[src/adc_ctrl_pkg.sv]
// Package: register map, field layout, reset values and counts of the converter control block
package adc_ctrl_pkg;

  // ----------------------------------------------------------------
  // Register byte offsets
  // ----------------------------------------------------------------
  localparam logic [7:0] ADDR_CONV_STATUS_CONTROL = 8'h00;
  localparam logic [7:0] ADDR_CONFIG = 8'h04;
  localparam logic [7:0] ADDR_RESULT_HIGH = 8'h08;
  localparam logic [7:0] ADDR_RESULT_LOW = 8'h0c;
  localparam logic [7:0] ADDR_IRQ_STATUS = 8'h10;
  localparam logic [7:0] ADDR_IRQ_MASK = 8'h14;

  // ----------------------------------------------------------------
  // Field positions
  // ----------------------------------------------------------------
  localparam int CH_LSB = 0;
  localparam int CH_WIDTH = 5;
  localparam int POS_CONTINUOUS = 5;
  localparam int POS_INT_ENABLE = 6;
  localparam int POS_COMPLETE = 7;
  localparam int POS_MODE10 = 0;
  localparam int POS_CLK_ASYNC = 1;
  localparam int IRQ_BITS = 2;
  localparam int POS_EV_DONE = 0;
  localparam int POS_EV_LOST = 1;

  // ----------------------------------------------------------------
  // Values after reset and codes
  // ----------------------------------------------------------------
  localparam logic [4:0] CHANNEL_OFF = 5'h1f;
  localparam logic [4:0] RST_CHANNEL = 5'h1f;
  localparam logic [1:0] RST_IRQ_MASK = 2'h0;
  localparam logic [1:0] HTRANS_NONSEQ = 2'h2;
  localparam logic [2:0] HSIZE_WORD = 3'h2;
  localparam int SAMPLE_WIDTH = 10;

  // ----------------------------------------------------------------
  // Conversion length in conversion clock ticks
  // ----------------------------------------------------------------
  localparam int CONV_TICKS = 20;

  typedef enum logic [0:0] {
    PH_IDLE = 1'b0,
    PH_DATA = 1'b1
  } bus_phase_type;

endpackage

[src/conv_timer.sv]
// Conversion sequencer: counts conversion clock ticks from start to completion
`timescale 1ns/1ps
module conv_timer #(
  parameter int TICKS = adc_ctrl_pkg::CONV_TICKS
) (
  input wire logic clk,
  input wire logic rst_n,
  input wire logic tick,
  input wire logic start,
  input wire logic abort,
  output logic busy,
  output logic done
);
  import adc_ctrl_pkg::*;

  logic [$clog2(TICKS+1)-1:0] count;

  // ----------------------------------------------------------------
  // Sequencing
  // ----------------------------------------------------------------
  // Start wins over abort so a stop-and-restart write begins afresh
  always_ff @(posedge clk or negedge rst_n) begin
    if (!rst_n) begin
      busy <= 1'b0;
      done <= 1'b0;
      count <= '0;
    end else begin
      done <= 1'b0;
      if (start) begin
        busy <= 1'b1;
        count <= '0;
      end else if (abort) begin
        busy <= 1'b0;
      end else if (busy && tick) begin
        if (count == $bits(count)'(TICKS - 1)) begin
          busy <= 1'b0;
          done <= 1'b1;
        end else begin
          count <= count + 1'b1;
        end
      end
    end
  end

endmodule

[src/adc_result_status_control.sv]
// Converter control: AHB-Lite registers, completion flag, result byte coherency and interrupt
//
// Behaviour
// - In 10-bit mode a high byte read freezes the low byte.
// - Freeze holds old low byte even when a conversion completes that same cycle.
// - In 8-bit mode the result sits in one byte, no freeze.
// - Single mode keeps the last result until software starts a new conversion.
// - Conversions run from bus clock or asynchronous clock, handed off coherently.
// - On completion load the result and set the completion flag.
// - A control write clears the completion flag, even with coincident completion.
// - Completion during a control write still loads that conversion's result.
// - Enabled interrupt plus set flag raises the interrupt request.
// - Control write selects channel or mode and can stop continuous conversion.
`timescale 1ns/1ps
module adc_result_status_control #(
  parameter int CONV_LEN = adc_ctrl_pkg::CONV_TICKS
) (
  input wire logic hclk,
  input wire logic hresetn,
  input wire logic hsel,
  input wire logic [7:0] haddr,
  input wire logic [1:0] htrans,
  input wire logic hwrite,
  input wire logic [2:0] hsize,
  input wire logic [31:0] hwdata,
  input wire logic hready,
  output logic [31:0] hrdata,
  output logic hreadyout,
  output logic hresp,
  input wire logic async_conv_clk,
  input wire logic [adc_ctrl_pkg::SAMPLE_WIDTH-1:0] sample_in,
  output logic [4:0] conv_channel,
  output logic conv_active,
  output logic irq
);
  import adc_ctrl_pkg::*;

  // ----------------------------------------------------------------
  // Declarations
  // ----------------------------------------------------------------
  bus_phase_type phase;
  logic [7:0] addr_q;
  logic write_q;
  logic continuous;
  logic int_enable;
  logic conversion_complete_flag;
  logic mode10;
  logic clk_async;
  logic [9:0] conversion_result;
  logic [7:0] low_shadow;
  logic low_frozen;
  logic [IRQ_BITS-1:0] irq_status;
  logic [IRQ_BITS-1:0] irq_mask;
  logic [2:0] aclk_sync;
  logic [9:0] samp_s1;
  logic [9:0] samp_s2;
  logic conv_tick;
  logic conv_done;
  logic conv_start;
  logic access;
  logic acc_wr;
  logic acc_rd;
  logic ctrl_wr;
  logic high_rd;
  logic low_rd;
  logic new_off;
  logic [IRQ_BITS-1:0] events;
  logic [31:0] next_rdata;

  // ----------------------------------------------------------------
  // Pin synchronisers
  // ----------------------------------------------------------------
  // Two stages before use; stage three only feeds the edge detector
  always_ff @(posedge hclk or negedge hresetn) begin
    if (!hresetn) begin
      aclk_sync <= 3'h0;
      samp_s1 <= 10'h000;
      samp_s2 <= 10'h000;
    end else begin
      aclk_sync <= {aclk_sync[1:0], async_conv_clk};
      samp_s1 <= sample_in;
      samp_s2 <= samp_s1;
    end
  end

  // Each rising edge of the slow clock is one tick; the bus clock ticks every cycle.
  // The async clock must be well below half the bus rate or ticks are lost.
  assign conv_tick = clk_async ? (aclk_sync[1] & ~aclk_sync[2]) : 1'b1;

  // ----------------------------------------------------------------
  // Bus slave: one wait state so read data come from a flop
  // ----------------------------------------------------------------
  always_ff @(posedge hclk or negedge hresetn) begin
    if (!hresetn) begin
      phase <= PH_IDLE;
      addr_q <= 8'h00;
      write_q <= 1'b0;
      hreadyout <= 1'b1;
      hresp <= 1'b0;
      hrdata <= 32'h0000_0000;
    end else begin
      hresp <= 1'b0;
      if (phase == PH_DATA) begin
        phase <= PH_IDLE;
        hreadyout <= 1'b1;
        hrdata <= write_q ? 32'h0000_0000 : next_rdata;
      end else if (hsel && hready && htrans == HTRANS_NONSEQ && hsize == HSIZE_WORD) begin
        phase <= PH_DATA;
        addr_q <= haddr;
        write_q <= hwrite;
        hreadyout <= 1'b0;
      end
    end
  end

  // Access strobes in the single cycle the transfer is carried out
  assign access = (phase == PH_DATA);
  assign acc_wr = access & write_q;
  assign acc_rd = access & ~write_q;
  assign ctrl_wr = acc_wr && addr_q == ADDR_CONV_STATUS_CONTROL;
  assign high_rd = acc_rd && addr_q == ADDR_RESULT_HIGH;
  assign low_rd = acc_rd && addr_q == ADDR_RESULT_LOW;
  assign new_off = hwdata[CH_LSB +: CH_WIDTH] == CHANNEL_OFF;

  // ----------------------------------------------------------------
  // Read multiplexer
  // ----------------------------------------------------------------
  // Unmapped addresses read zero and ignore writes
  always_comb begin
    next_rdata = 32'h0000_0000;
    case (addr_q)
      ADDR_CONV_STATUS_CONTROL: begin
        next_rdata[CH_LSB +: CH_WIDTH] = conv_channel;
        next_rdata[POS_CONTINUOUS] = continuous;
        next_rdata[POS_INT_ENABLE] = int_enable;
        next_rdata[POS_COMPLETE] = conversion_complete_flag;
      end
      ADDR_CONFIG: begin
        next_rdata[POS_MODE10] = mode10;
        next_rdata[POS_CLK_ASYNC] = clk_async;
      end
      ADDR_RESULT_HIGH: begin
        next_rdata[1:0] = mode10 ? conversion_result[9:8] : 2'h0;
      end
      ADDR_RESULT_LOW: begin
        next_rdata[7:0] = low_frozen ? low_shadow : conversion_result[7:0];
      end
      ADDR_IRQ_STATUS: begin
        next_rdata[IRQ_BITS-1:0] = irq_status;
      end
      ADDR_IRQ_MASK: begin
        next_rdata[IRQ_BITS-1:0] = irq_mask;
      end
      default: begin
        next_rdata = 32'h0000_0000;
      end
    endcase
  end

  // ----------------------------------------------------------------
  // Status and control register
  // ----------------------------------------------------------------
  // Writing the channel field to all ones turns the converter off
  always_ff @(posedge hclk or negedge hresetn) begin
    if (!hresetn) begin
      conv_channel <= RST_CHANNEL;
      continuous <= 1'b0;
      int_enable <= 1'b0;
    end else if (ctrl_wr) begin
      conv_channel <= hwdata[CH_LSB +: CH_WIDTH];
      continuous <= hwdata[POS_CONTINUOUS];
      int_enable <= hwdata[POS_INT_ENABLE];
    end
  end

  // Configuration: resolution and conversion clock source
  always_ff @(posedge hclk or negedge hresetn) begin
    if (!hresetn) begin
      mode10 <= 1'b1;
      clk_async <= 1'b0;
    end else if (acc_wr && addr_q == ADDR_CONFIG) begin
      mode10 <= hwdata[POS_MODE10];
      clk_async <= hwdata[POS_CLK_ASYNC];
    end
  end

  // ----------------------------------------------------------------
  // Conversion sequencing
  // ----------------------------------------------------------------
  // Any control write aborts the running sequence; a live channel restarts it.
  // Continuous mode re-arms only while no control write is changing the setup.
  assign conv_start = (ctrl_wr && !new_off) ||
                      (conv_done && continuous && conv_channel != CHANNEL_OFF && !ctrl_wr);

  conv_timer #(
    .TICKS(CONV_LEN)
  ) u_timer (
    .clk(hclk),
    .rst_n(hresetn),
    .tick(conv_tick),
    .start(conv_start),
    .abort(ctrl_wr),
    .busy(conv_active),
    .done(conv_done)
  );

  // ----------------------------------------------------------------
  // Result and completion flag
  // ----------------------------------------------------------------
  // Result loads on every completion, also during a control write
  always_ff @(posedge hclk or negedge hresetn) begin
    if (!hresetn) begin
      conversion_result <= 10'h000;
    end else if (conv_done) begin
      conversion_result <= mode10 ? samp_s2 : {2'h0, samp_s2[9:2]};
    end
  end

  // The control write wins over a coincident completion, so stopping is clean
  always_ff @(posedge hclk or negedge hresetn) begin
    if (!hresetn) begin
      conversion_complete_flag <= 1'b0;
    end else if (ctrl_wr) begin
      conversion_complete_flag <= 1'b0;
    end else if (conv_done) begin
      conversion_complete_flag <= 1'b1;
    end
  end

  // ----------------------------------------------------------------
  // Low byte freeze
  // ----------------------------------------------------------------
  // The shadow samples the result as it stood before this edge, so a completion
  // landing on the same edge as the high read cannot leak its low byte.
  always_ff @(posedge hclk or negedge hresetn) begin
    if (!hresetn) begin
      low_shadow <= 8'h00;
      low_frozen <= 1'b0;
    end else if (high_rd && mode10) begin
      low_shadow <= conversion_result[7:0];
      low_frozen <= 1'b1;
    end else if (low_rd || !mode10) begin
      low_frozen <= 1'b0;
    end
  end

  // ----------------------------------------------------------------
  // Interrupt status, mask and output
  // ----------------------------------------------------------------
  assign events[POS_EV_DONE] = conv_done;
  assign events[POS_EV_LOST] = conv_done & low_frozen;

  // Per bit sticky status; a new event wins over a write-one clear
  genvar gi;
  generate
    for (gi = 0; gi < IRQ_BITS; gi++) begin : g_evt
      always_ff @(posedge hclk or negedge hresetn) begin
        if (!hresetn) begin
          irq_status[gi] <= 1'b0;
        end else if (events[gi]) begin
          irq_status[gi] <= 1'b1;
        end else if (acc_wr && addr_q == ADDR_IRQ_STATUS && hwdata[gi]) begin
          irq_status[gi] <= 1'b0;
        end
      end
    end
  endgenerate

  always_ff @(posedge hclk or negedge hresetn) begin
    if (!hresetn) begin
      irq_mask <= RST_IRQ_MASK;
    end else if (acc_wr && addr_q == ADDR_IRQ_MASK) begin
      irq_mask <= hwdata[IRQ_BITS-1:0];
    end
  end

  // Registered level: enabled completion flag or any unmasked sticky event
  always_ff @(posedge hclk or negedge hresetn) begin
    if (!hresetn) begin
      irq <= 1'b0;
    end else begin
      irq <= (conversion_complete_flag & int_enable) | (|(irq_status & irq_mask));
    end
  end
endmodule

[config.mk]
export PLATFORM = sky130hd
export DESIGN_NAME = adc_result_status_control
export DESIGN_NICKNAME = d
export VERILOG_FILES = /design/src/adc_ctrl_pkg.sv /design/src/conv_timer.sv /design/src/adc_result_status_control.sv
export SDC_FILE = /design/constraint.sdc
export NUM_CORES = 1
export LEC_CHECK = 0
export ABC_AREA = 1
export ABC_CLOCK_PERIOD_IN_PS = 2440
export BUFFER_PORTS_ARGS = -buffer_cell sky130_fd_sc_hd__buf_2
export CORE_MARGIN = 5
export CORE_UTILIZATION = 51
export CTS_CLUSTER_SIZE = 10
export DETAILED_ROUTE_END_ITERATION = 16
export GPL_ROUTABILITY_DRIVEN = 0
export PLACE_DENSITY = 0.84
export SETUP_SLACK_MARGIN = 0.02
export SYNTH_ARGS = -nofsm -noshare
export SYNTH_HDL_FRONTEND = slang
export SYNTH_SLANG_ARGS = --single-unit
export TNS_END_PERCENT = 10
[constraint.sdc]
create_clock -name hclk -period 2.44 [get_ports hclk]
set_input_delay 0.366 -clock hclk [delete_from_list [all_inputs] [get_ports hclk]]
set_output_delay 0.366 -clock hclk [all_outputs]
set_load 0.01 [all_outputs]
==> results of run 1 <==
## critical path: stages (launching register included)
cell and delay (ns):
sky130_fd_sc_hd__dfstp_2 0.76, sky130_fd_sc_hd__nand2_1 0.16, sky130_fd_sc_hd__nor3_4 0.19, sky130_fd_sc_hd__nand2_2 0.26, sky130_fd_sc_hd__nand2_1 0.18, sky130_fd_sc_hd__o21ai_2 0.07
## registers in the layout, indices dropped and copies added (netlist names), 2 cells and up
name and cells:
irq_mask 2, aclk_sync 3, addr_q 8, low_shadow 8, samp_s1 10, conv_channel 5, samp_s2 10, irq_status 2
hrdata 8, conversion_result 10, u_timer.count 5
## cell families (layout without fill, tap and decap cells)
kind of cell    Yosys count  count (layout)  share of synthesized area
flops                    83              83                      0.557
compound gates           71              71                      0.107
simple gates            181             181                      0.211
fa+ha+maj                 1               1                    0.00334
xor+xnor                  3               3                    0.00702
other cells               1              25                    0.00100
buf+inv                  82             117                      0.114
## how the worst max path moves through the flow
stage	to	slack (ns)	depth (start not counted)
after floorplan	low_shadow[7]	1.10	9
after global placement	low_shadow[2]	0.81	5
after detailed placement	low_shadow[6]	0.72	5
after CTS	low_shadow[6]	0.69	5
after global routing	low_shadow[6]	0.59	5
final	low_shadow[6]	0.68	5
## routing by layer
metal  vias to the layer above  wire [um]  part of all wire
met5                         -          0                 0
li1                       1386          -                 -
met4                         0        164             0.024
met3                        15        458             0.066
met1                      1308       2960              0.43
met2                        81       3360              0.48
## power by group through the flow
stage	Clock [mW]	Sequential (mW)	Combinational, mW
6_report	1.04	1.55	0.299
5_1_grt	1.10	1.57	0.345
4_1_cts	1.06	1.55	0.301
3_5_place_dp	0	1.58	0.300
3_3_place_gp	0	1.57	0.284
2_1_floorplan	0	1.57	0.227
## area by class of cell
cell class | instances | area share
flip-flops and latches | 83 | 0.496
multi-input cells | 281 | 0.314
repair buffers | 53 | 0.0648
clock buffers | 15 | 0.0443
inverters | 48 | 0.0440
well taps | 99 | 0.0294
clock inverters | 1 | 0.00714
## cell usage in the layout, fill, tap and decap left out
cell type,instances
sky130_fd_sc_hd__buf_4,3
sky130_fd_sc_hd__conb_1,25
sky130_fd_sc_hd__nor4b_1,1
sky130_fd_sc_hd__inv_6,1
sky130_fd_sc_hd__o211ai_1,4
sky130_fd_sc_hd__nor2_4,2
sky130_fd_sc_hd__dfrtp_1,76
sky130_fd_sc_hd__inv_1,43
sky130_fd_sc_hd__nor2_1,16
sky130_fd_sc_hd__nand3_1,21
sky130_fd_sc_hd__nor2_2,2
sky130_fd_sc_hd__nor3_2,1
sky130_fd_sc_hd__clkbuf_1,2
sky130_fd_sc_hd__clkbuf_8,13
sky130_fd_sc_hd__nor3_4,1
sky130_fd_sc_hd__ha_1,1
sky130_fd_sc_hd__a21oi_1,14
sky130_fd_sc_hd__nor3_1,1
sky130_fd_sc_hd__bufinv_16,1
sky130_fd_sc_hd__dfstp_2,7
sky130_fd_sc_hd__nand2_1,129
sky130_fd_sc_hd__o21ai_1,15
sky130_fd_sc_hd__nor3b_2,1
sky130_fd_sc_hd__o21bai_1,1
sky130_fd_sc_hd__o21ai_2,8
sky130_fd_sc_hd__nand4_1,1
sky130_fd_sc_hd__a21boi_0,1
sky130_fd_sc_hd__o21ai_0,28
sky130_fd_sc_hd__inv_2,4
sky130_fd_sc_hd__nand2_2,2
sky130_fd_sc_hd__xor2_1,3
sky130_fd_sc_hd__nand2_4,3
sky130_fd_sc_hd__buf_2,50
## Yosys cell counts (5+ instances only)
| cell | count |
|---|---|
| sky130_fd_sc_hd__nand2_1 | 129 |
| sky130_fd_sc_hd__nand3_1 | 21 |
| sky130_fd_sc_hd__inv_1 | 43 |
| sky130_fd_sc_hd__a21oi_1 | 14 |
| sky130_fd_sc_hd__o21ai_2 | 8 |
| sky130_fd_sc_hd__o21ai_0 | 28 |
| sky130_fd_sc_hd__nor2_1 | 16 |
| sky130_fd_sc_hd__buf_4 | 26 |
| sky130_fd_sc_hd__clkbuf_1 | 5 |
| sky130_fd_sc_hd__dfstp_2 | 7 |
| sky130_fd_sc_hd__o21ai_1 | 15 |
| sky130_fd_sc_hd__dfrtp_1 | 76 |
==> impl_metrics.prom, run 1 <==
# TYPE chip_impl_metric gauge
chip_impl_info{name="run_status",value="completed"} 1
chip_impl_metric{name="ctsLongestPathBuffers",unit=""} 2
chip_impl_metric{name="grt_pass1_wl",unit="um"} 11300
chip_impl_info{name="clockRootBuffer",value="sky130_fd_sc_hd__clkbuf_8"} 1
chip_impl_metric{name="drc_violation_count_after_routing",unit=""} 0
chip_impl_metric{name="place_hpwl",unit="um"} 5100
chip_impl_metric{name="grt_overflow_total",unit=""} 0
chip_impl_info{name="busiest_layer",value="met2"} 1
chip_impl_info{name="worst_hold_end",value="samp_s1[4]"} 1
chip_impl_metric{name="cts_hold_repair.buffers",unit=""} 0
chip_impl_info{name="synthDominantAreaCellType",value="sky130_fd_sc_hd__dfrtp_1"} 1
chip_impl_metric{name="place.port_buffers",unit=""} 51
chip_impl_metric{name="final.fill_count",unit=""} 639
chip_impl_metric{name="final_critical_path_setup_slack",unit="ns"} 0.680
chip_impl_metric{name="global_route.usage.met3",unit=""} 0.0336
chip_impl_metric{name="async_flop_share",unit=""} 1.00
chip_impl_metric{name="finalClockSkew",unit="ns"} 0.00632
chip_impl_metric{name="slew_headroom",unit=""} 0.367
chip_impl_metric{name="grt_use_met2",unit=""} 0.268
chip_impl_info{name="worstReg2RegEnd",value="low_shadow[6]"} 1
chip_impl_metric{name="finalHoldViolations",unit=""} 0
chip_impl_metric{name="globalRouteTotalUtil",unit=""} 0.161
chip_impl_metric{name="synth_top_area_share",unit=""} 0.508
chip_impl_metric{name="clock.fmax",unit="MHz"} 568
chip_impl_metric{name="summed_area_of_non_filler_cells_in_the_final_layout",unit="um2"} 4210
chip_impl_info{name="ys.flop_type",value="sky130_fd_sc_hd__dfrtp_1"} 1
chip_impl_metric{name="power-per-cell-area",unit="nW/um2"} 687
chip_impl_metric{name="yosysWarningCount",unit=""} 0
chip_impl_info{name="tritoncts_clock_tree",value="done"} 1
chip_impl_metric{name="gr-usage-met1",unit=""} 0.199
chip_impl_metric{name="wl_cell",unit="um"} 12.0
chip_impl_metric{name="grt_antenna_before_repair",unit=""} 0
chip_impl_metric{name="data_required_time_of_the_critical_path",unit="ns"} 2.67
chip_impl_metric{name="dp_worst_setup_slack",unit="ns"} 0.716
chip_impl_metric{name="io_pins",unit=""} 102
chip_impl_metric{name="wirelength",unit="um"} 6940
chip_impl_metric{name="internal-power",unit="mW"} 2.17
chip_impl_metric{name="initial_standard_cell_utilization_of_the_core",unit=""} 0.519
chip_impl_metric{name="final_setup_violation_count",unit=""} 0
chip_impl_metric{name="min_period_over_period",unit=""} 0.721
chip_impl_metric{name="layout.core_utilization",unit=""} 0.583
chip_impl_metric{name="ys_seq_elements",unit=""} 83
chip_impl_metric{name="comb_power_share",unit=""} 0.103
chip_impl_info{name="timing.rr.start",value="mode10"} 1
chip_impl_metric{name="irDropWorstVdd",unit="V"} 0.000376
chip_impl_metric{name="totalNegativeSetupSlack",unit="ns"} 0
chip_impl_metric{name="total_leakage_power",unit="nW"} 2.28
chip_impl_metric{name="dpl_cell_area",unit="um2"} 3990
chip_impl_metric{name="detail-route-antenna-nets",unit=""} 0
chip_impl_metric{name="clk_latency",unit="ns"} 0.35
chip_impl_metric{name="post_synth.cell_area_avg",unit="um2"} 8.87
chip_impl_metric{name="clkSinkCount",unit=""} 83
chip_impl_metric{name="first_global_vias",unit=""} 2625
chip_impl_info{name="ys_top_cells_by_area",value="sky130_fd_sc_hd__dfrtp_1 (51%), sky130_fd_sc_hd__nand2_1 (13%), sky130_fd_sc_hd__buf_4 (5.2%)"} 1
chip_impl_metric{name="area_occupied_by_multi_input_gates",unit="um2"} 1320
chip_impl_metric{name="instances_no_fill",unit=""} 580
chip_impl_metric{name="synth.distinct_cells",unit=""} 32
chip_impl_metric{name="htree_num_levels",unit=""} 3
chip_impl_metric{name="die_area",unit="um2"} 9160
chip_impl_metric{name="die_y_extent",unit="um"} 95.7
chip_impl_metric{name="reg2reg_depth",unit=""} 5
chip_impl_metric{name="switching_power_as_a_share_of_total_power",unit=""} 0.248
chip_impl_metric{name="maxSlewViolCount",unit=""} 0
chip_impl_metric{name="routed_via_density",unit=""} 4.81
chip_impl_metric{name="timing.final.crit_period",unit="ns"} 1.76
chip_impl_info{name="endpoint_class_of_the_critical_path",value="register"} 1
chip_impl_metric{name="areaGrowthSynthToFinish",unit="%"} 12.3
chip_impl_metric{name="dpl.cell_count",unit=""} 564
chip_impl_metric{name="post_route_cells_drive_above_1_share",unit=""} 0.206
chip_impl_info{name="critPathKind",value="register to register"} 1
chip_impl_metric{name="fp.dieW",unit="um"} 95.7
chip_impl_metric{name="syn-instance-count",unit=""} 422
chip_impl_metric{name="clkSlewWorstSetupHoldPaths",unit="ns"} 0.08
chip_impl_info{name="worst_setup_path_start_kind",value="register"} 1
chip_impl_metric{name="detailedRoute.firstIterationViolations",unit=""} 173
chip_impl_metric{name="design.final.nets",unit=""} 538
chip_impl_metric{name="placeableCoreArea",unit="um2"} 7210
chip_impl_metric{name="p_clk_frac",unit=""} 0.359
chip_impl_metric{name="timing.hold.worst_path_depth",unit=""} 1
chip_impl_metric{name="detail_route.first_pass.iterations",unit=""} 4
chip_impl_metric{name="synth_area",unit="um2"} 3740
chip_impl_info{name="timing.hold.worst.class",value="primary input to register"} 1
chip_impl_metric{name="timing.critical_path.fanout_max",unit=""} 23
chip_impl_metric{name="max_cap_violations",unit=""} 0
chip_impl_info{name="grt_setup_unrepaired",value="no"} 1
chip_impl_metric{name="power.share.sequential",unit=""} 0.538
chip_impl_metric{name="cts_resized",unit=""} 0
chip_impl_info{name="min_from",value="sample_in[4]"} 1
chip_impl_metric{name="ys_seq_area_frac",unit=""} 0.557
chip_impl_metric{name="reg2reg_slack",unit="ns"} 0.68
chip_impl_metric{name="cts_setup_buffers",unit=""} 0
chip_impl_metric{name="cts_made_buffers",unit=""} 9
chip_impl_metric{name="pin_count_of_the_biggest_net_entering_global_routing",unit=""} 81
chip_impl_metric{name="critical_path_arrival",unit="ns"} 1.98
chip_impl_info{name="critPathLaunch",value="mode10"} 1
chip_impl_metric{name="synth_edf_count",unit=""} 0
chip_impl_metric{name="worst_pin_slew",unit="ns"} 0.949
chip_impl_metric{name="design_power_total",unit="mW"} 2.89
chip_impl_metric{name="row_count",unit=""} 31
chip_impl_metric{name="sequential_cell_area",unit="um2"} 2090
chip_impl_metric{name="netSwitchingPower",unit="mW"} 0.717
chip_impl_metric{name="via_count",unit=""} 2790
chip_impl_metric{name="diodes",unit=""} 0
chip_impl_metric{name="worst_hold_margin",unit="ns"} 0.117
Note: power is estimated with default switching activity, not from simulation.
==> inputs of run 2 (changes only) <==
--- a/config.mk
+++ b/config.mk
@@ -6,14 +6,14 @@
 export NUM_CORES = 1
 export LEC_CHECK = 0
 export ABC_AREA = 1
-export ABC_CLOCK_PERIOD_IN_PS = 2440
+export ABC_CLOCK_PERIOD_IN_PS = 1490
 export BUFFER_PORTS_ARGS = -buffer_cell sky130_fd_sc_hd__buf_2
 export CORE_MARGIN = 5
-export CORE_UTILIZATION = 51
+export CORE_UTILIZATION = 47
 export CTS_CLUSTER_SIZE = 10
 export DETAILED_ROUTE_END_ITERATION = 16
 export GPL_ROUTABILITY_DRIVEN = 0
-export PLACE_DENSITY = 0.84
+export PLACE_DENSITY = 0.82
 export SETUP_SLACK_MARGIN = 0.02
 export SYNTH_ARGS = -nofsm -noshare
 export SYNTH_HDL_FRONTEND = slang
==> constraint.sdc (replaced) <==
create_clock -name hclk -period 1.49 [get_ports hclk]
set_input_delay 0.2235 -clock hclk [delete_from_list [all_inputs] [get_ports hclk]]
set_output_delay 0.2235 -clock hclk [all_outputs]
set_load 0.01 [all_outputs]
==> run 2 against run 1 <==
The run now ends with negative setup slack left. Non-clock buffer count increased by 24. Global-route usage decreased by 1.3 points. First-iteration DRC count decreased by 17%. Via count increased by 5.8%. Wire length increased by 8.0%. Combinational power increased by 91%. Sequential power increased by 65%. Total power increased by 64%. Count of clock-buffer cells in the layout decreased by 1. Fmax increased by 18%. Highest routed layer unchanged.
==> impl_metrics.prom, run 2 (synthesized netlist as in run 1, its figures left out) <==
# TYPE chip_impl_metric gauge
chip_impl_metric{name="max_cap_violations",unit=""} 0
chip_impl_info{name="min_from",value="haddr[4]"} 1
chip_impl_metric{name="netSwitchingPower",unit="mW"} 1.22
chip_impl_info{name="timing.hold.worst.class",value="primary input to register"} 1
chip_impl_metric{name="ctsLongestPathBuffers",unit=""} 2
chip_impl_info{name="tritoncts_clock_tree",value="done"} 1
chip_impl_metric{name="maxSlewViolCount",unit=""} 0
chip_impl_metric{name="routed_via_density",unit=""} 4.86
chip_impl_metric{name="row_count",unit=""} 32
chip_impl_metric{name="power.share.sequential",unit=""} 0.538
chip_impl_info{name="clockRootBuffer",value="sky130_fd_sc_hd__clkbuf_8"} 1
chip_impl_metric{name="layout.core_utilization",unit=""} 0.586
chip_impl_metric{name="detail_route.first_pass.iterations",unit=""} 4
chip_impl_metric{name="comb_power_share",unit=""} 0.121
chip_impl_metric{name="timing.hold.worst_path_depth",unit=""} 3
chip_impl_metric{name="first_global_vias",unit=""} 2719
chip_impl_info{name="failed_checks",value="negative setup slack"} 1
chip_impl_metric{name="via_count",unit=""} 2951
chip_impl_metric{name="min_period_over_period",unit=""} 1.00
chip_impl_metric{name="finalHoldViolations",unit=""} 0
chip_impl_metric{name="timing.critical_path.fanout_max",unit=""} 5
chip_impl_metric{name="critical_path_arrival",unit="ns"} 1.77
chip_impl_info{name="worstReg2RegEnd",value="conv_channel[0]"} 1
chip_impl_metric{name="clock.fmax",unit="MHz"} 669
chip_impl_metric{name="htree_num_levels",unit=""} 3
chip_impl_info{name="worst_hold_end",value="addr_q[4]"} 1
chip_impl_metric{name="p_clk_frac",unit=""} 0.341
chip_impl_metric{name="cts_made_buffers",unit=""} 9
chip_impl_info{name="timing.rr.start",value="addr_q[4]"} 1
chip_impl_info{name="layout_commonest_cell",value="sky130_fd_sc_hd__nand2_1"} 1
chip_impl_metric{name="clk_latency",unit="ns"} 0.35
chip_impl_metric{name="clkSlewWorstSetupHoldPaths",unit="ns"} 0.08
chip_impl_metric{name="totalNegativeSetupSlack",unit="ns"} -0.00545
chip_impl_info{name="critPathKind",value="register to register"} 1
chip_impl_metric{name="diodes",unit=""} 0
chip_impl_metric{name="final_setup_violation_count",unit=""} 1
chip_impl_metric{name="clkSinkCount",unit=""} 83
chip_impl_info{name="endpoint_class_of_the_critical_path",value="register"} 1
chip_impl_metric{name="timing.final.crit_period",unit="ns"} 1.50
chip_impl_metric{name="initial_standard_cell_utilization_of_the_core",unit=""} 0.485
chip_impl_metric{name="drc_violation_count_after_routing",unit=""} 0
chip_impl_info{name="run_status",value="finished with violations"} 1
chip_impl_metric{name="total_leakage_power",unit="nW"} 2.42
chip_impl_metric{name="data_required_time_of_the_critical_path",unit="ns"} 1.76
chip_impl_info{name="layout.cells.most_common_list",value="sky130_fd_sc_hd__nand2_1 (122), sky130_fd_sc_hd__dfrtp_1 (76), sky130_fd_sc_hd__buf_2 (50)"} 1
chip_impl_metric{name="max_stage_delay",unit="ns"} 0.42
chip_impl_metric{name="fp.dieW",unit="um"} 99.3
chip_impl_metric{name="grt_overflow_total",unit=""} 0
chip_impl_info{name="grt_setup_unrepaired",value="yes"} 1
chip_impl_metric{name="grt_pass1_wl",unit="um"} 11800
chip_impl_metric{name="die_y_extent",unit="um"} 99.3
chip_impl_metric{name="dp_worst_setup_slack",unit="ns"} -0.0128
chip_impl_metric{name="areaGrowthSynthToFinish",unit="%"} 20.9
chip_impl_metric{name="wirelength",unit="um"} 7490
chip_impl_metric{name="irDropWorstVdd",unit="V"} 0.000574
chip_impl_metric{name="placeableCoreArea",unit="um2"} 7730
chip_impl_metric{name="post_route_cells_drive_above_1_share",unit=""} 0.246
chip_impl_metric{name="design.final.nets",unit=""} 562
chip_impl_metric{name="wl_cell",unit="um"} 12.3
chip_impl_metric{name="power-per-cell-area",unit="nW/um2"} 1050
chip_impl_metric{name="grt_antenna_before_repair",unit=""} 0
chip_impl_info{name="worst_setup_path_start_kind",value="register"} 1
chip_impl_metric{name="final_critical_path_setup_slack",unit="ns"} -0.00545
chip_impl_metric{name="reg2reg_depth",unit=""} 6
chip_impl_metric{name="internal-power",unit="mW"} 3.51
chip_impl_metric{name="globalRouteTotalUtil",unit=""} 0.148
chip_impl_metric{name="finalClockSkew",unit="ns"} 0.0112
chip_impl_metric{name="reg2reg_slack",unit="ns"} -0.005
chip_impl_info{name="worstPathCellList",value="nor2_4, nand2_4, nor2_4, nand2_4, buf_4, o21ai_0"} 1
chip_impl_info{name="slowest_stage",value="sky130_fd_sc_hd__dfrtp_1"} 1
chip_impl_metric{name="design_power_total",unit="mW"} 4.74
chip_impl_metric{name="pin_count_of_the_biggest_net_entering_global_routing",unit=""} 35
chip_impl_metric{name="switching_power_as_a_share_of_total_power",unit=""} 0.259
chip_impl_metric{name="die_area",unit="um2"} 9850
chip_impl_metric{name="detailedRoute.firstIterationViolations",unit=""} 143
chip_impl_metric{name="place_hpwl",unit="um"} 5330
chip_impl_info{name="layout_top_registers",value="conversion_result (10), samp_s1 (10), samp_s2 (10)"} 1
chip_impl_metric{name="detail-route-antenna-nets",unit=""} 0
chip_impl_metric{name="place.port_buffers",unit=""} 51
chip_impl_metric{name="io_pins",unit=""} 102
==> run 2: layout make-up <==
class / instances / area, um2
fill: 638 / 3200
sequential: 83 / 2090
multi-input combinational: 281 / 1420
timing repair buffer: 77 / 512
inverter: 48 / 188
clock buffer: 14 / 163
tap: 102 / 128
clock inverter: 2 / 35.0
==> run 2: worst max-delay path by stage <==
stage / start / to / slack (ns) / cells after the start
after floorplan: addr_q[4] / low_shadow[7] / 0.15 / 9
after global placement: addr_q[4] / low_shadow[2] / 0.05 / 8
after detailed placement: addr_q[4] / low_shadow[5] / -0.01 / 8
after CTS: addr_q[1] / u_timer.count[1] / 0.02 / 8
after global routing: addr_q[4] / u_timer.count[2] / -0.06 / 8
final: addr_q[4] / conv_channel[0] / -0.005 / 6
==> run 2: layer usage <==
| layer | share of wire | track usage | vias up | routed length, um |
|---|---|---|---|---|
| li1 | - | - | 1441 | - |
| met1 | 0.42 | 0.182 | 1385 | 3170 |
| met2 | 0.48 | 0.244 | 108 | 3570 |
| met3 | 0.076 | 0.0337 | 17 | 566 |
| met4 | 0.024 | 0.0767 | 0 | 180 |
| met5 | 0 | 0 | - | 0 |
==> run 2: power groups by stage <==
stage               clock, mW  combinational (mW)  sequential (mW)
floorplan                   0               0.371             2.57
global placement            0               0.493             2.57
detailed placement          0               0.517             2.58
CTS                      1.65               0.542             2.54
global route             1.73               0.655             2.57
finish                   1.62               0.571             2.55
==> run 2: worst max-delay path: cells and delay by family (launching register included) <==
kind | cells | cell delay (ns)
simple gates | 4 | 0.63
flops | 1 | 0.42
compound gates | 1 | 0.19
buf+inv | 1 | 0.17
==> run 2: what timing repair did <==
action                                  CTS  global route
gates resized for setup                   2            29
buffers inserted                          0             2
hold endpoints to repair                 36             0
pin swaps                                 2             6
hold buffers                             12             0
endpoints found under the setup margin   13            31
==> run 2: per-stage QoR <==
step | hold slack (ns) | instances | area (um2)
after floorplan | -0.0721 | 446 | 3830
after detailed placement | 0.213 | 577 | 4090
after CTS | 0.0681 | 605 | 4420
after global placement | 0.208 | 577 | 4090
after global routing | 0.0745 | 607 | 4530
final | 0.0756 | 607 | 4530
